==> config.mk <==
export PLATFORM = sky130hd
export DESIGN_NAME = rtfc_top
export DESIGN_NICKNAME = d
export VERILOG_FILES = /design/src/common/rtfc_pkg.sv /design/src/hdl/rtfc_tx_ctrl.sv /design/src/hdl/rtfc_rx_align.sv /design/src/hdl/rtfc_top.sv
export VERILOG_INCLUDE_DIRS = /design/src /design/src/common
export SDC_FILE = /design/constraint.sdc
export NUM_CORES = 1
export LEC_CHECK = 0
export BUFFER_PORTS_ARGS = -buffer_cell sky130_fd_sc_hd__buf_4
export CAP_MARGIN = 20
export CORE_MARGIN = 1.5
export CORE_UTILIZATION = 44
export DETAILED_ROUTE_END_ITERATION = 10
export PLACE_DENSITY = 0.71
export SLEW_MARGIN = 30
export SYNTH_ARGS = -nofsm -noshare
export SYNTH_HDL_FRONTEND = slang
export SYNTH_SLANG_ARGS = --single-unit
==> constraint.sdc <==
create_clock -name aclk -period 1.6 [get_ports aclk]
set_input_delay 0.32 -clock aclk [delete_from_list [all_inputs] [get_ports aclk]]
set_output_delay 0.32 -clock aclk [all_outputs]
set_load 0.005 [all_outputs]
==> src/common/rtfc_cfg.svh <==
// Register offsets, field positions and reset values of the FIFO control bank
`ifndef RTFC_CFG_SVH
`define RTFC_CFG_SVH

// ============================================================
// Register byte addresses
`define RTFC_RXCFG_ADDR      8'h6C
`define RTFC_TXCFG_ADDR      8'h70
`define RTFC_STAT_ADDR       8'h78
`define RTFC_ADDR_W          8

// ============================================================
// Receive configuration fields
`define RTFC_RX_ALIGN_HI     31
`define RTFC_RX_ALIGN_LO     30
`define RTFC_RX_DISCARD_BIT  15
`define RTFC_RX_OFF_HI       12
`define RTFC_RX_OFF_LO       8
`define RTFC_RX_OFF_DW_LO    10
`define RTFC_RX_OFF_BYTE_HI  9

// ============================================================
// Transmit configuration fields
`define RTFC_TXS_DISCARD_BIT 15
`define RTFC_TXD_DISCARD_BIT 14
`define RTFC_TX_PERMIT_BIT   2
`define RTFC_TX_ENABLE_BIT   1
`define RTFC_TX_STOP_BIT     0

// ============================================================
// Status register fields
`define RTFC_ST_TX_ACTIVE    0
`define RTFC_ST_TX_SUSPEND   1
`define RTFC_ST_TSF_FULL     2
`define RTFC_ST_STOPPING     3

// ============================================================
// Reset values and encodings
`define RTFC_ALIGN_RST       2'h0
`define RTFC_ALIGN_4         2'h0
`define RTFC_ALIGN_16        2'h1
`define RTFC_ALIGN_32        2'h2
`define RTFC_ALIGN_RSVD      2'h3
`define RTFC_OFF_RST         5'h00
`define RTFC_RESP_OKAY       2'h0
`define RTFC_RESP_SLVERR     2'h2
`define RTFC_FILL_4          3'h0
`define RTFC_FILL_16         3'h3
`define RTFC_FILL_32         3'h7
`define RTFC_ZERO32          32'h0000_0000

`endif

==> src/common/rtfc_pkg.sv <==
// Types shared by the FIFO control bank
package rtfc_pkg;
  typedef enum logic [1:0] {
    RTFC_TX_IDLE,
    RTFC_TX_RUN,
    RTFC_TX_DRAIN
  } rtfc_tx_state_t;

  typedef logic [1:0] rtfc_align_t;
  typedef logic [4:0] rtfc_offset_t;
endpackage

==> src/hdl/rtfc_tx_ctrl.sv <==
// Transmitter enable and stop handshake
`timescale 1ns/1ps
`include "rtfc_cfg.svh"
module rtfc_tx_ctrl
(
  input  wire logic aclk,
  input  wire logic aresetn,
  input  wire logic enable_set,
  input  wire logic enable_clr,
  input  wire logic stop_req,
  input  wire logic overrun_permit,
  input  wire logic status_full,
  input  wire logic frame_avail,
  input  wire logic frame_done,
  output logic      enable,
  output logic      stopping,
  output logic      frame_start,
  output logic      active,
  output logic      suspended
);
  import rtfc_pkg::*;
  typedef struct packed {
    rtfc_tx_state_t st;
    logic           en;
    logic           stop;
  } rtfc_txc_t;

  rtfc_txc_t s_q;
  rtfc_txc_t s_d;
  logic      hold;

  // ============================================================
  // Next state
  always_comb begin
    s_d  = s_q;
    hold = status_full && !overrun_permit;
    if (enable_set) begin
      s_d.en = 1'b1;
    end
    if (enable_clr) begin
      s_d.en = 1'b0;
    end
    // Stop writes while a stop is pending are dropped
    if (stop_req && !s_q.stop) begin
      s_d.stop = 1'b1;
    end
    case (s_q.st)
      RTFC_TX_IDLE: begin
        if (s_q.stop) begin
          s_d.stop = 1'b0;
          s_d.en   = 1'b0;
        end else if (s_q.en && frame_avail && !hold) begin
          s_d.st = RTFC_TX_RUN;
        end
      end
      RTFC_TX_RUN: begin
        if (frame_done) begin
          s_d.st = RTFC_TX_DRAIN;
        end
      end
      RTFC_TX_DRAIN: begin
        s_d.st = RTFC_TX_IDLE;
      end
      default: begin
        s_d.st = RTFC_TX_IDLE;
      end
    endcase
    if (!aresetn) begin
      s_d = '{st: RTFC_TX_IDLE, en: 1'b0, stop: 1'b0};
    end
  end

  always_ff @(posedge aclk) begin
    s_q <= s_d;
  end

  assign enable      = s_q.en;
  assign stopping    = s_q.stop;
  assign active      = (s_q.st != RTFC_TX_IDLE);
  assign suspended   = hold;
  assign frame_start = (s_q.st == RTFC_TX_IDLE) && s_d.st == RTFC_TX_RUN;

  // ============================================================
  // Checks
  a_frame_gate: assert property (@(posedge aclk) disable iff (!aresetn)
    frame_start |-> s_q.en && !s_q.stop && (overrun_permit || !status_full))
    else $error("frame started while gated");
  a_stop_finish: assert property (@(posedge aclk) disable iff (!aresetn)
    (s_q.stop && s_q.st == RTFC_TX_IDLE) |=> !s_q.stop && !s_q.en)
    else $error("stop not completed when idle");
  a_stop_sticky: assert property (@(posedge aclk) disable iff (!aresetn)
    (s_q.stop && s_q.st != RTFC_TX_IDLE) |=> s_q.stop)
    else $error("pending stop lost mid frame");
  c_stop_mid_frame: cover property (@(posedge aclk) disable iff (!aresetn)
    s_q.stop && s_q.st == RTFC_TX_RUN);
  c_suspend: cover property (@(posedge aclk) disable iff (!aresetn)
    s_q.en && frame_avail && hold);
endmodule

==> src/hdl/rtfc_rx_align.sv <==
// Receive offset staging and end-alignment filler count
`timescale 1ns/1ps
`include "rtfc_cfg.svh"
module rtfc_rx_align
(
  input  wire logic                   aclk,
  input  wire logic                   aresetn,
  input  wire rtfc_pkg::rtfc_offset_t offset_reg,
  input  wire rtfc_pkg::rtfc_align_t  align_reg,
  input  wire logic                   dword_read,
  input  wire logic [2:0]             dword_pos,
  input  wire logic                   last_dword,
  output rtfc_pkg::rtfc_offset_t      offset_live,
  output logic [2:0]                  fill_count,
  output logic                        align_bad
);
  import rtfc_pkg::*;
  typedef struct packed {
    logic [2:0] dw_off;
  } rtfc_rxa_t;

  rtfc_rxa_t  s_q;
  rtfc_rxa_t  s_d;
  logic [2:0] mask;

  // ============================================================
  // Offset staging: upper bits move only at a DWORD read boundary
  always_comb begin
    s_d = s_q;
    if (dword_read) begin
      s_d.dw_off = offset_reg[`RTFC_RX_OFF_HI-`RTFC_RX_OFF_LO:`RTFC_RX_OFF_DW_LO-`RTFC_RX_OFF_LO];
    end
    if (!aresetn) begin
      s_d.dw_off = 3'h0;
    end
  end

  always_ff @(posedge aclk) begin
    s_q <= s_d;
  end

  // Byte bits are applied directly; software keeps them steady while running
  assign offset_live = {s_q.dw_off, offset_reg[`RTFC_RX_OFF_BYTE_HI-`RTFC_RX_OFF_LO:0]};

  always_comb begin
    case (align_reg)
      `RTFC_ALIGN_4:  mask = `RTFC_FILL_4;
      `RTFC_ALIGN_16: mask = `RTFC_FILL_16;
      `RTFC_ALIGN_32: mask = `RTFC_FILL_32;
      default:        mask = `RTFC_FILL_4;
    endcase
  end

  // Filler DWORDs after the last transfer up to the boundary
  assign fill_count = last_dword ? (mask & (3'h0 - dword_pos - 3'h1)) : 3'h0;
  assign align_bad  = (align_reg == `RTFC_ALIGN_RSVD);

  a_fill_bound: assert property (@(posedge aclk) disable iff (!aresetn)
    last_dword |-> ((fill_count & ~mask) == 3'h0) && (((dword_pos + fill_count + 3'h1) & mask) == 3'h0))
    else $error("filler count misaligned");
  a_offset_hold: assert property (@(posedge aclk) disable iff (!aresetn)
    !dword_read |=> $stable(s_q.dw_off))
    else $error("dword offset changed without read");
  a_align_legal: assert property (@(posedge aclk) disable iff (!aresetn)
    !align_bad)
    else $error("reserved alignment code applied");
  c_align32: cover property (@(posedge aclk) disable iff (!aresetn)
    last_dword && align_reg == `RTFC_ALIGN_32 && fill_count != 3'h0);
endmodule

==> src/hdl/rtfc_top.sv <==
// AXI4-Lite register bank for receive and transmit FIFO control
`timescale 1ns/1ps
`include "rtfc_cfg.svh"
// Contract
// - Receive discard clears RX pointers, self-clears
// - Five-bit offset shifts delivered packet start
// - Offset DWORD bits apply at next read
// - Alignment codes 4, 16, 32 bytes, reserved
// - Filler DWORDs pad to end alignment
// - Status discard clears TX status pointers
// - Data discard clears TX data pointers
// - Full status FIFO suspends unless permitted
// - Status full flag independent of permit
// - Enable set sends queued frames
// - Hardware clears enable after stop halts
// - Stop finishes frame, then clears itself
// - Stop writes ignored while stop pending
module rtfc_top
(
  input  wire logic                    aclk,
  input  wire logic                    aresetn,
  input  wire logic [`RTFC_ADDR_W-1:0] s_axi_awaddr,
  input  wire logic                    s_axi_awvalid,
  output logic                         s_axi_awready,
  input  wire logic [31:0]             s_axi_wdata,
  input  wire logic [3:0]              s_axi_wstrb,
  input  wire logic                    s_axi_wvalid,
  output logic                         s_axi_wready,
  output logic [1:0]                   s_axi_bresp,
  output logic                         s_axi_bvalid,
  input  wire logic                    s_axi_bready,
  input  wire logic [`RTFC_ADDR_W-1:0] s_axi_araddr,
  input  wire logic                    s_axi_arvalid,
  output logic                         s_axi_arready,
  output logic [31:0]                  s_axi_rdata,
  output logic [1:0]                   s_axi_rresp,
  output logic                         s_axi_rvalid,
  input  wire logic                    s_axi_rready,
  input  wire logic                    rx_dword_read,
  input  wire logic [2:0]              rx_dword_pos,
  input  wire logic                    rx_last_dword,
  input  wire logic                    tx_status_full,
  input  wire logic                    tx_frame_avail,
  input  wire logic                    tx_frame_done,
  output logic                         rx_fifo_ptr_clear,
  output logic                         tx_status_ptr_clear,
  output logic                         tx_data_ptr_clear,
  output logic [4:0]                   rx_start_byte_offset,
  output logic [2:0]                   rx_fill_dwords,
  output logic                         tx_frame_start,
  output logic                         tx_running,
  output logic                         tx_status_full_flag
);
  import rtfc_pkg::*;
  typedef struct packed {
    logic                    aw_full;
    logic [`RTFC_ADDR_W-1:0] aw_addr;
    logic                    w_full;
    logic [31:0]             w_data;
    logic [3:0]              w_strb;
    logic                    bvalid;
    logic [1:0]              bresp;
    logic                    rvalid;
    logic [31:0]             rdata;
    logic [1:0]              rresp;
    rtfc_align_t             align;
    rtfc_offset_t            offset;
    logic                    permit;
    logic                    rx_clr;
    logic                    txs_clr;
    logic                    txd_clr;
    logic [4:0]              off_out;
    logic [2:0]              fill_out;
    logic                    start_out;
    logic                    run_out;
    logic                    full_out;
    logic                    aw_rdy;
    logic                    w_rdy;
    logic                    ar_rdy;
  } rtfc_top_st_t;

  rtfc_top_st_t s_q;
  rtfc_top_st_t s_d;

  logic         wr_go;
  logic [31:0]  wv;
  logic         en_set;
  logic         en_clr;
  logic         stop_wr;
  logic         tx_en;
  logic         tx_stopping;
  logic         tx_active;
  logic         tx_susp;
  logic         tx_start;
  rtfc_offset_t off_live;
  logic [2:0]   fill_cnt;
  logic         align_bad;
  logic [31:0]  rx_word;
  logic [31:0]  tx_word;
  logic [31:0]  st_word;

  // ============================================================
  // Register images; reserved and discard bits read zero
  always_comb begin
    rx_word = `RTFC_ZERO32;
    rx_word[`RTFC_RX_ALIGN_HI:`RTFC_RX_ALIGN_LO] = s_q.align;
    rx_word[`RTFC_RX_OFF_HI:`RTFC_RX_OFF_LO]     = s_q.offset;
    tx_word = `RTFC_ZERO32;
    tx_word[`RTFC_TX_PERMIT_BIT] = s_q.permit;
    tx_word[`RTFC_TX_ENABLE_BIT] = tx_en;
    tx_word[`RTFC_TX_STOP_BIT]   = tx_stopping;
    st_word = `RTFC_ZERO32;
    st_word[`RTFC_ST_TX_ACTIVE]  = tx_active;
    st_word[`RTFC_ST_TX_SUSPEND] = tx_susp;
    st_word[`RTFC_ST_TSF_FULL]   = tx_status_full;
    st_word[`RTFC_ST_STOPPING]   = tx_stopping;
  end

  // Write data merged with current image under byte strobes
  always_comb begin
    wv = (s_q.aw_addr == `RTFC_RXCFG_ADDR) ? rx_word : tx_word;
    for (int i = 0; i < 4; i++) begin
      if (s_q.w_strb[i]) begin
        wv[i*8 +: 8] = s_q.w_data[i*8 +: 8];
      end
    end
  end

  assign wr_go   = s_q.aw_full && s_q.w_full && !s_q.bvalid;
  assign en_set  = wr_go && s_q.aw_addr == `RTFC_TXCFG_ADDR && s_q.w_strb[0] && wv[`RTFC_TX_ENABLE_BIT];
  assign en_clr  = wr_go && s_q.aw_addr == `RTFC_TXCFG_ADDR && s_q.w_strb[0] && !wv[`RTFC_TX_ENABLE_BIT];
  assign stop_wr = wr_go && s_q.aw_addr == `RTFC_TXCFG_ADDR && s_q.w_strb[0] && wv[`RTFC_TX_STOP_BIT];

  // ============================================================
  // Bus slave and configuration state
  always_comb begin
    s_d         = s_q;
    s_d.rx_clr  = 1'b0;
    s_d.txs_clr = 1'b0;
    s_d.txd_clr = 1'b0;
    if (s_axi_awvalid && s_axi_awready) begin
      s_d.aw_full = 1'b1;
      s_d.aw_addr = s_axi_awaddr;
    end
    if (s_axi_wvalid && s_axi_wready) begin
      s_d.w_full = 1'b1;
      s_d.w_data = s_axi_wdata;
      s_d.w_strb = s_axi_wstrb;
    end
    if (wr_go) begin
      s_d.aw_full = 1'b0;
      s_d.w_full  = 1'b0;
      s_d.bvalid  = 1'b1;
      s_d.bresp   = `RTFC_RESP_OKAY;
      case (s_q.aw_addr)
        `RTFC_RXCFG_ADDR: begin
          if (wv[`RTFC_RX_ALIGN_HI:`RTFC_RX_ALIGN_LO] != `RTFC_ALIGN_RSVD) begin
            s_d.align = wv[`RTFC_RX_ALIGN_HI:`RTFC_RX_ALIGN_LO];
          end
          s_d.offset = wv[`RTFC_RX_OFF_HI:`RTFC_RX_OFF_LO];
          s_d.rx_clr = s_q.w_strb[1] && wv[`RTFC_RX_DISCARD_BIT];
        end
        `RTFC_TXCFG_ADDR: begin
          s_d.permit  = wv[`RTFC_TX_PERMIT_BIT];
          s_d.txs_clr = s_q.w_strb[1] && wv[`RTFC_TXS_DISCARD_BIT];
          s_d.txd_clr = s_q.w_strb[1] && wv[`RTFC_TXD_DISCARD_BIT];
        end
        `RTFC_STAT_ADDR: begin
        end
        default: begin
          s_d.bresp = `RTFC_RESP_SLVERR;
        end
      endcase
    end
    if (s_q.bvalid && s_axi_bready) begin
      s_d.bvalid = 1'b0;
    end
    if (s_axi_arvalid && s_axi_arready) begin
      s_d.rvalid = 1'b1;
      s_d.rresp  = `RTFC_RESP_OKAY;
      case (s_axi_araddr)
        `RTFC_RXCFG_ADDR: s_d.rdata = rx_word;
        `RTFC_TXCFG_ADDR: s_d.rdata = tx_word;
        `RTFC_STAT_ADDR:  s_d.rdata = st_word;
        default: begin
          s_d.rdata = `RTFC_ZERO32;
          s_d.rresp = `RTFC_RESP_SLVERR;
        end
      endcase
    end else if (s_q.rvalid && s_axi_rready) begin
      s_d.rvalid = 1'b0;
    end
    s_d.off_out   = off_live;
    s_d.fill_out  = fill_cnt;
    s_d.start_out = tx_start;
    s_d.run_out   = tx_active;
    s_d.full_out  = tx_status_full;
    if (!aresetn) begin
      s_d        = '0;
      s_d.align  = `RTFC_ALIGN_RST;
      s_d.offset = `RTFC_OFF_RST;
    end
    // Ready flops track the free holding slots of the next cycle
    s_d.aw_rdy = !s_d.aw_full;
    s_d.w_rdy  = !s_d.w_full;
    s_d.ar_rdy = !s_d.rvalid;
  end

  always_ff @(posedge aclk) begin
    s_q <= s_d;
  end

  // Ready stays high while a slot is free, so a held request is always taken
  assign s_axi_awready        = s_q.aw_rdy;
  assign s_axi_wready         = s_q.w_rdy;
  assign s_axi_bvalid         = s_q.bvalid;
  assign s_axi_bresp          = s_q.bresp;
  assign s_axi_arready        = s_q.ar_rdy;
  assign s_axi_rvalid         = s_q.rvalid;
  assign s_axi_rdata          = s_q.rdata;
  assign s_axi_rresp          = s_q.rresp;
  assign rx_fifo_ptr_clear    = s_q.rx_clr;
  assign tx_status_ptr_clear  = s_q.txs_clr;
  assign tx_data_ptr_clear    = s_q.txd_clr;
  assign rx_start_byte_offset = s_q.off_out;
  assign rx_fill_dwords       = s_q.fill_out;
  assign tx_frame_start       = s_q.start_out;
  assign tx_running           = s_q.run_out;
  assign tx_status_full_flag  = s_q.full_out;

  // ============================================================
  // Submodules
  rtfc_tx_ctrl u_tx (
    .aclk           (aclk),
    .aresetn        (aresetn),
    .enable_set     (en_set),
    .enable_clr     (en_clr),
    .stop_req       (stop_wr),
    .overrun_permit (s_q.permit),
    .status_full    (tx_status_full),
    .frame_avail    (tx_frame_avail),
    .frame_done     (tx_frame_done),
    .enable         (tx_en),
    .stopping       (tx_stopping),
    .frame_start    (tx_start),
    .active         (tx_active),
    .suspended      (tx_susp)
  );

  rtfc_rx_align u_rx (
    .aclk        (aclk),
    .aresetn     (aresetn),
    .offset_reg  (s_q.offset),
    .align_reg   (s_q.align),
    .dword_read  (rx_dword_read),
    .dword_pos   (rx_dword_pos),
    .last_dword  (rx_last_dword),
    .offset_live (off_live),
    .fill_count  (fill_cnt),
    .align_bad   ()
  );

  // ============================================================
  // Checks
  a_rx_discard: assert property (@(posedge aclk) disable iff (!aresetn)
    (wr_go && s_q.aw_addr == `RTFC_RXCFG_ADDR && s_q.w_strb[1] && s_q.w_data[`RTFC_RX_DISCARD_BIT])
    |=> rx_fifo_ptr_clear ##1 !rx_fifo_ptr_clear)
    else $error("receive discard pulse wrong");
  a_txs_discard: assert property (@(posedge aclk) disable iff (!aresetn)
    tx_status_ptr_clear |-> $past(wr_go) && $past(s_q.aw_addr) == `RTFC_TXCFG_ADDR)
    else $error("status discard without write");
  a_txd_discard: assert property (@(posedge aclk) disable iff (!aresetn)
    (wr_go && s_q.aw_addr == `RTFC_TXCFG_ADDR && s_q.w_strb[1] && s_q.w_data[`RTFC_TXD_DISCARD_BIT])
    |=> tx_data_ptr_clear)
    else $error("data discard missing");
  a_full_flag: assert property (@(posedge aclk) disable iff (!aresetn)
    tx_status_full |=> tx_status_full_flag)
    else $error("full flag not raised");
  a_reserved_zero: assert property (@(posedge aclk) disable iff (!aresetn)
    s_axi_rvalid |-> s_axi_rdata[`RTFC_RX_DISCARD_BIT] == 1'b0 && s_axi_rdata[7:3] == 5'h00)
    else $error("reserved bits read nonzero");
  a_rx_offset: assert property (@(posedge aclk) disable iff (!aresetn)
    ##1 rx_start_byte_offset[1:0] == $past(s_q.offset[1:0]))
    else $error("offset byte bits not applied");
  a_write_resp: assert property (@(posedge aclk) disable iff (!aresetn)
    wr_go |=> s_axi_bvalid)
    else $error("write response missing");
  a_enable_run: assert property (@(posedge aclk) disable iff (!aresetn)
    tx_start |-> tx_en)
    else $error("frame started while disabled");
  c_rx_discard: cover property (@(posedge aclk) disable iff (!aresetn) rx_fifo_ptr_clear);
  c_tx_discard: cover property (@(posedge aclk) disable iff (!aresetn) tx_status_ptr_clear && tx_data_ptr_clear);
  c_run: cover property (@(posedge aclk) disable iff (!aresetn) tx_frame_start);
endmodule

==> flow_summary_export.csv <==
group,metric,value,unit
clock_tree,cts_max_path_buffers,2,
worst_setup_path,endpoint,"rx_word[30]$_SDFFE_PN0P_",
global_route,grt_max_degree,29,
clock_tree,htree_levels,3,
timing,rsz0062_at_grt,"no",
die,core_area,6460,um2
timing,finalMaxSlewViolations,0,
worst_setup_path,cp_max_fo,5,
finish,final_common_cell,"buf_4",
placement,dp_cells,458,
power,leakage,1.64,nW
die,die_area,7310,um2
power,vdd_ir_drop_max,0.500,mV
logic_synthesis,synth_cell_types,43,
routing,wl,5480,um
worst_setup_path,r2r-end,"rx_word[30]$_SDFFE_PN0P_",
logic_synthesis,synth_area_leaders,"dfxtp_1, buf_4, nand2_1",
power,p_sw_share,20.6,%
worst_setup_path,worstSetupPathType,"register to register",
worst_setup_path,path_cells,"nand4bb_4 -> nor3_1 -> and3_1 -> o211a_1",
logic_synthesis,synth_top_area_share,48.1,%
worst_setup_path,critPathLaunchType,"register",
worst_setup_path,worst_ep_required_time,1890,ps
die,rows,29,
clock_tree,cts-root-buf,"clkbuf_8",
global_route,grt_pass1_wl,8920,um
die,io_pins,122,
power,power.switching,0.000842,W
logic_synthesis,synthArstFlopShare,0,%
power,p_int,0.00324,W
worst_setup_path,reg2reg_depth,4,
clock_tree,clock_sinks,72,
worst_setup_path,cpMaxStageDelayCell,"nor3_1",
clock_tree,clk_latency,350,ps
routing,vias,2230,
clock_tree,hold_buffers,0,
worst_setup_path,critPathMaxStageDelay,470,ps
global_route,grt_pass1_vias,2054,
worst_setup_path,reg2reg_from,"s_q[101]$_SDFFE_PN0P_",
clock_tree,clkSlewWorstSetupHoldPaths,70,ps
timing,fin_crit,1530,ps
min_path,hp-class,"input pin to register",
global_route,antenna_found_initial,0,
outcome,violations,"DRC",
worst_setup_path,crit_arrival,1820,ps
global_route,grt_overflow,0,
power,p_seq_share,46.2,%
die,die-height,85.5,um
routing,dr.first_iter.drc_count,59,
finish,n_antenna_cell,0,
finish,finalNonFillerCells,474,
die,die_width,85.5,um
timing,hold_viol,0,
routing,vias_per_cell,4.70,
finish,area_growth,23.6,%
logic_synthesis,synth-edff-count,0,
routing,wl_per_cell,11.6,um
clock_tree,numCtsBuffers,9,
clock_tree,cts_resized,0,
clock_tree,cts_tree,"yes",
routing,drc,4,
logic_synthesis,ys_warn_count,0,
global_route,grt_util_all_layers,15.6,%
flow_run,drv_cap,0,
timing,final.setup.tns,0,ps
power,power_frac_comb,7.4,%
logic_synthesis,ys_ff_latch,72,
logic_synthesis,synth.avg_cell_area,9.08,um2
worst_setup_path,end_kind,"register",
logic_synthesis,ys_seq_area_share,48.1,%
placement,port_buffers,77,
timing,fin_skew,6.74,ps
worst_setup_path,r2r_setup_slack,70,ps
routing,ant_nets,0,
routing,drt-pass1-iter-count,7,
timing,setup_viol,0,
timing,fmax,655,MHz
power,clkPwrFrac,46.4,%
timing,fin_crit_sh,95.4,%
timing,slew_headroom,61.6,%
logic_synthesis,synth-main-ff-cell,"dfxtp_1",
die,start_util,46.4,%
clock_tree,cts_setup_buffers,0,
finish,fillers,595,
timing,worst_hold_slack,129,ps
logic_synthesis,syn_inst,330,
finish,final_cell_mix,"buf_4, dfxtp_1, nand2_1, a21boi_0, conb_1",
placement,hpwlAfterDp,4030,um
placement,gp_congestion,0.797,
outcome,status,"finished with violations",
logic_synthesis,synth_area,3000,um2
finish,drive_above_1_share,27.5,%
finish,fin_nets,460,
logic_synthesis,synth_largest_area_cell,"dfxtp_1",
worst_setup_path,startpoint,"s_q[101]$_SDFFE_PN0P_",
power,power_density,1100,nW/um2
timing,tightest_slew,572,ps
[synth_stat cells, types with 2 or more instances]
cell type  count
a21boi_0      23
mux2i_1        7
nor3_1         4
buf_4         44
nor2_1         8
or2_2          2
and3_1         2
a21oi_1        3
o21ai_1        3
a22o_1         7
clkbuf_1      10
nor2b_1        4
dfxtp_1       72
nand4b_1       2
nand2_1       70
inv_1          9
nand3_1       11
nor3b_1        2
nand2b_1       3
o21ai_0       10
and2_1        10
nand3b_1       2
buf_2          2
[through the flow]
step	area (um2)	total power [W]	util [%]	setup slack, ps
floorplan	3080	0.00212	-	277
CTS	3700	0.00413	57.3	82.9
detailed placement	3430	0.00223	53.2	89.0
finish	3700	0.00409	57.3	73.2
global placement	3430	0.00223	53.2	147
global route	3700	0.00423	57.3	7.19
[layer usage]
| layer | vias up | track usage, % | part of all wire (%) |
|---|---|---|---|
| met1 | 1001 | 18.2 | 45 |
| met4 | 0 | 9.53 | 2.6 |
| met5 | - | 0 | 0 |
| li1 | 1153 | - | - |
| met2 | 63 | 25.9 | 47 |
| met3 | 13 | 3.95 | 5.4 |
[worst min-delay path by stage]
stage | end | depth (start not counted) | startpoint | slack (ps)
floorplan | rx_fill_dwords[2]$_SDFF_PN0_ | 1 | rx_dword_pos[2] | 400
global placement | rx_start_byte_offset[1]$_SDFF_PN0_ | 2 | rx_word[9]$_SDFFE_PN0P_ | 440
detailed placement | rx_start_byte_offset[1]$_SDFF_PN0_ | 2 | rx_word[9]$_SDFFE_PN0P_ | 440
CTS | rx_fill_dwords[2]$_SDFF_PN0_ | 2 | rx_dword_pos[2] | 120
global route | rx_fill_dwords[1]$_SDFF_PN0_ | 2 | rx_dword_pos[1] | 120
finish | rx_fill_dwords[0]$_SDFF_PN0_ | 2 | rx_dword_pos[0] | 130
[final cells by class]
type	instances	area, um2	share of cell area (%)
flip-flops and latches	72	1440	38.9
multi-input cells	215	1220	33.1
repair buffers	85	638	17.2
clock buffers	11	141	3.82
clock inverters	5	128	3.45
well taps	77	96.3	2.60
inverters	9	33.8	0.912
[state kept, by name (all words and copies together) (netlist names), 2 cells and up]
register              count
rx_start_byte_offset      5
u_rx.s_q                  3
u_tx.s_q                  2
rx_fill_dwords            3
s_axi_rdata              11
s_q                      26
rx_word                   7
[power by group through the flow]
| stage | Sequential [W] | Clock, W | Combinational [W] |
|---|---|---|---|
| CTS | 0.00189 | 0.00193 | 0.000306 |
| floorplan | 0.00192 | 0 | 0.000201 |
| detailed placement | 0.00193 | 0 | 0.000304 |
| finish | 0.00189 | 0.00190 | 0.000302 |
| global route | 0.00190 | 0.00200 | 0.000339 |
| global placement | 0.00193 | 0 | 0.000300 |
[worst max-delay path: cells and delay by family (launching register included)]
| kind | cells | cell delay, ps |
|---|---|---|
| simple gates | 3 | 1010 |
| flops | 1 | 310 |
| compound gates | 1 | 140 |
[cell families (layout without fill, tap and decap cells)]
group | Yosys count | after routing | synth area share, %
other | 1 | 23 | 0.125
adder cells (fa/ha/maj) | 1 | 1 | 0.418
flip-flops | 72 | 72 | 48.1
AO/OA/AOI/OAI | 52 | 52 | 12.2
multiplexers | 7 | 7 | 2.34
AND/OR/NAND/NOR | 132 | 132 | 23.0
buffers and inverters | 65 | 110 | 13.7
Power figures use the tool's default switching activity.
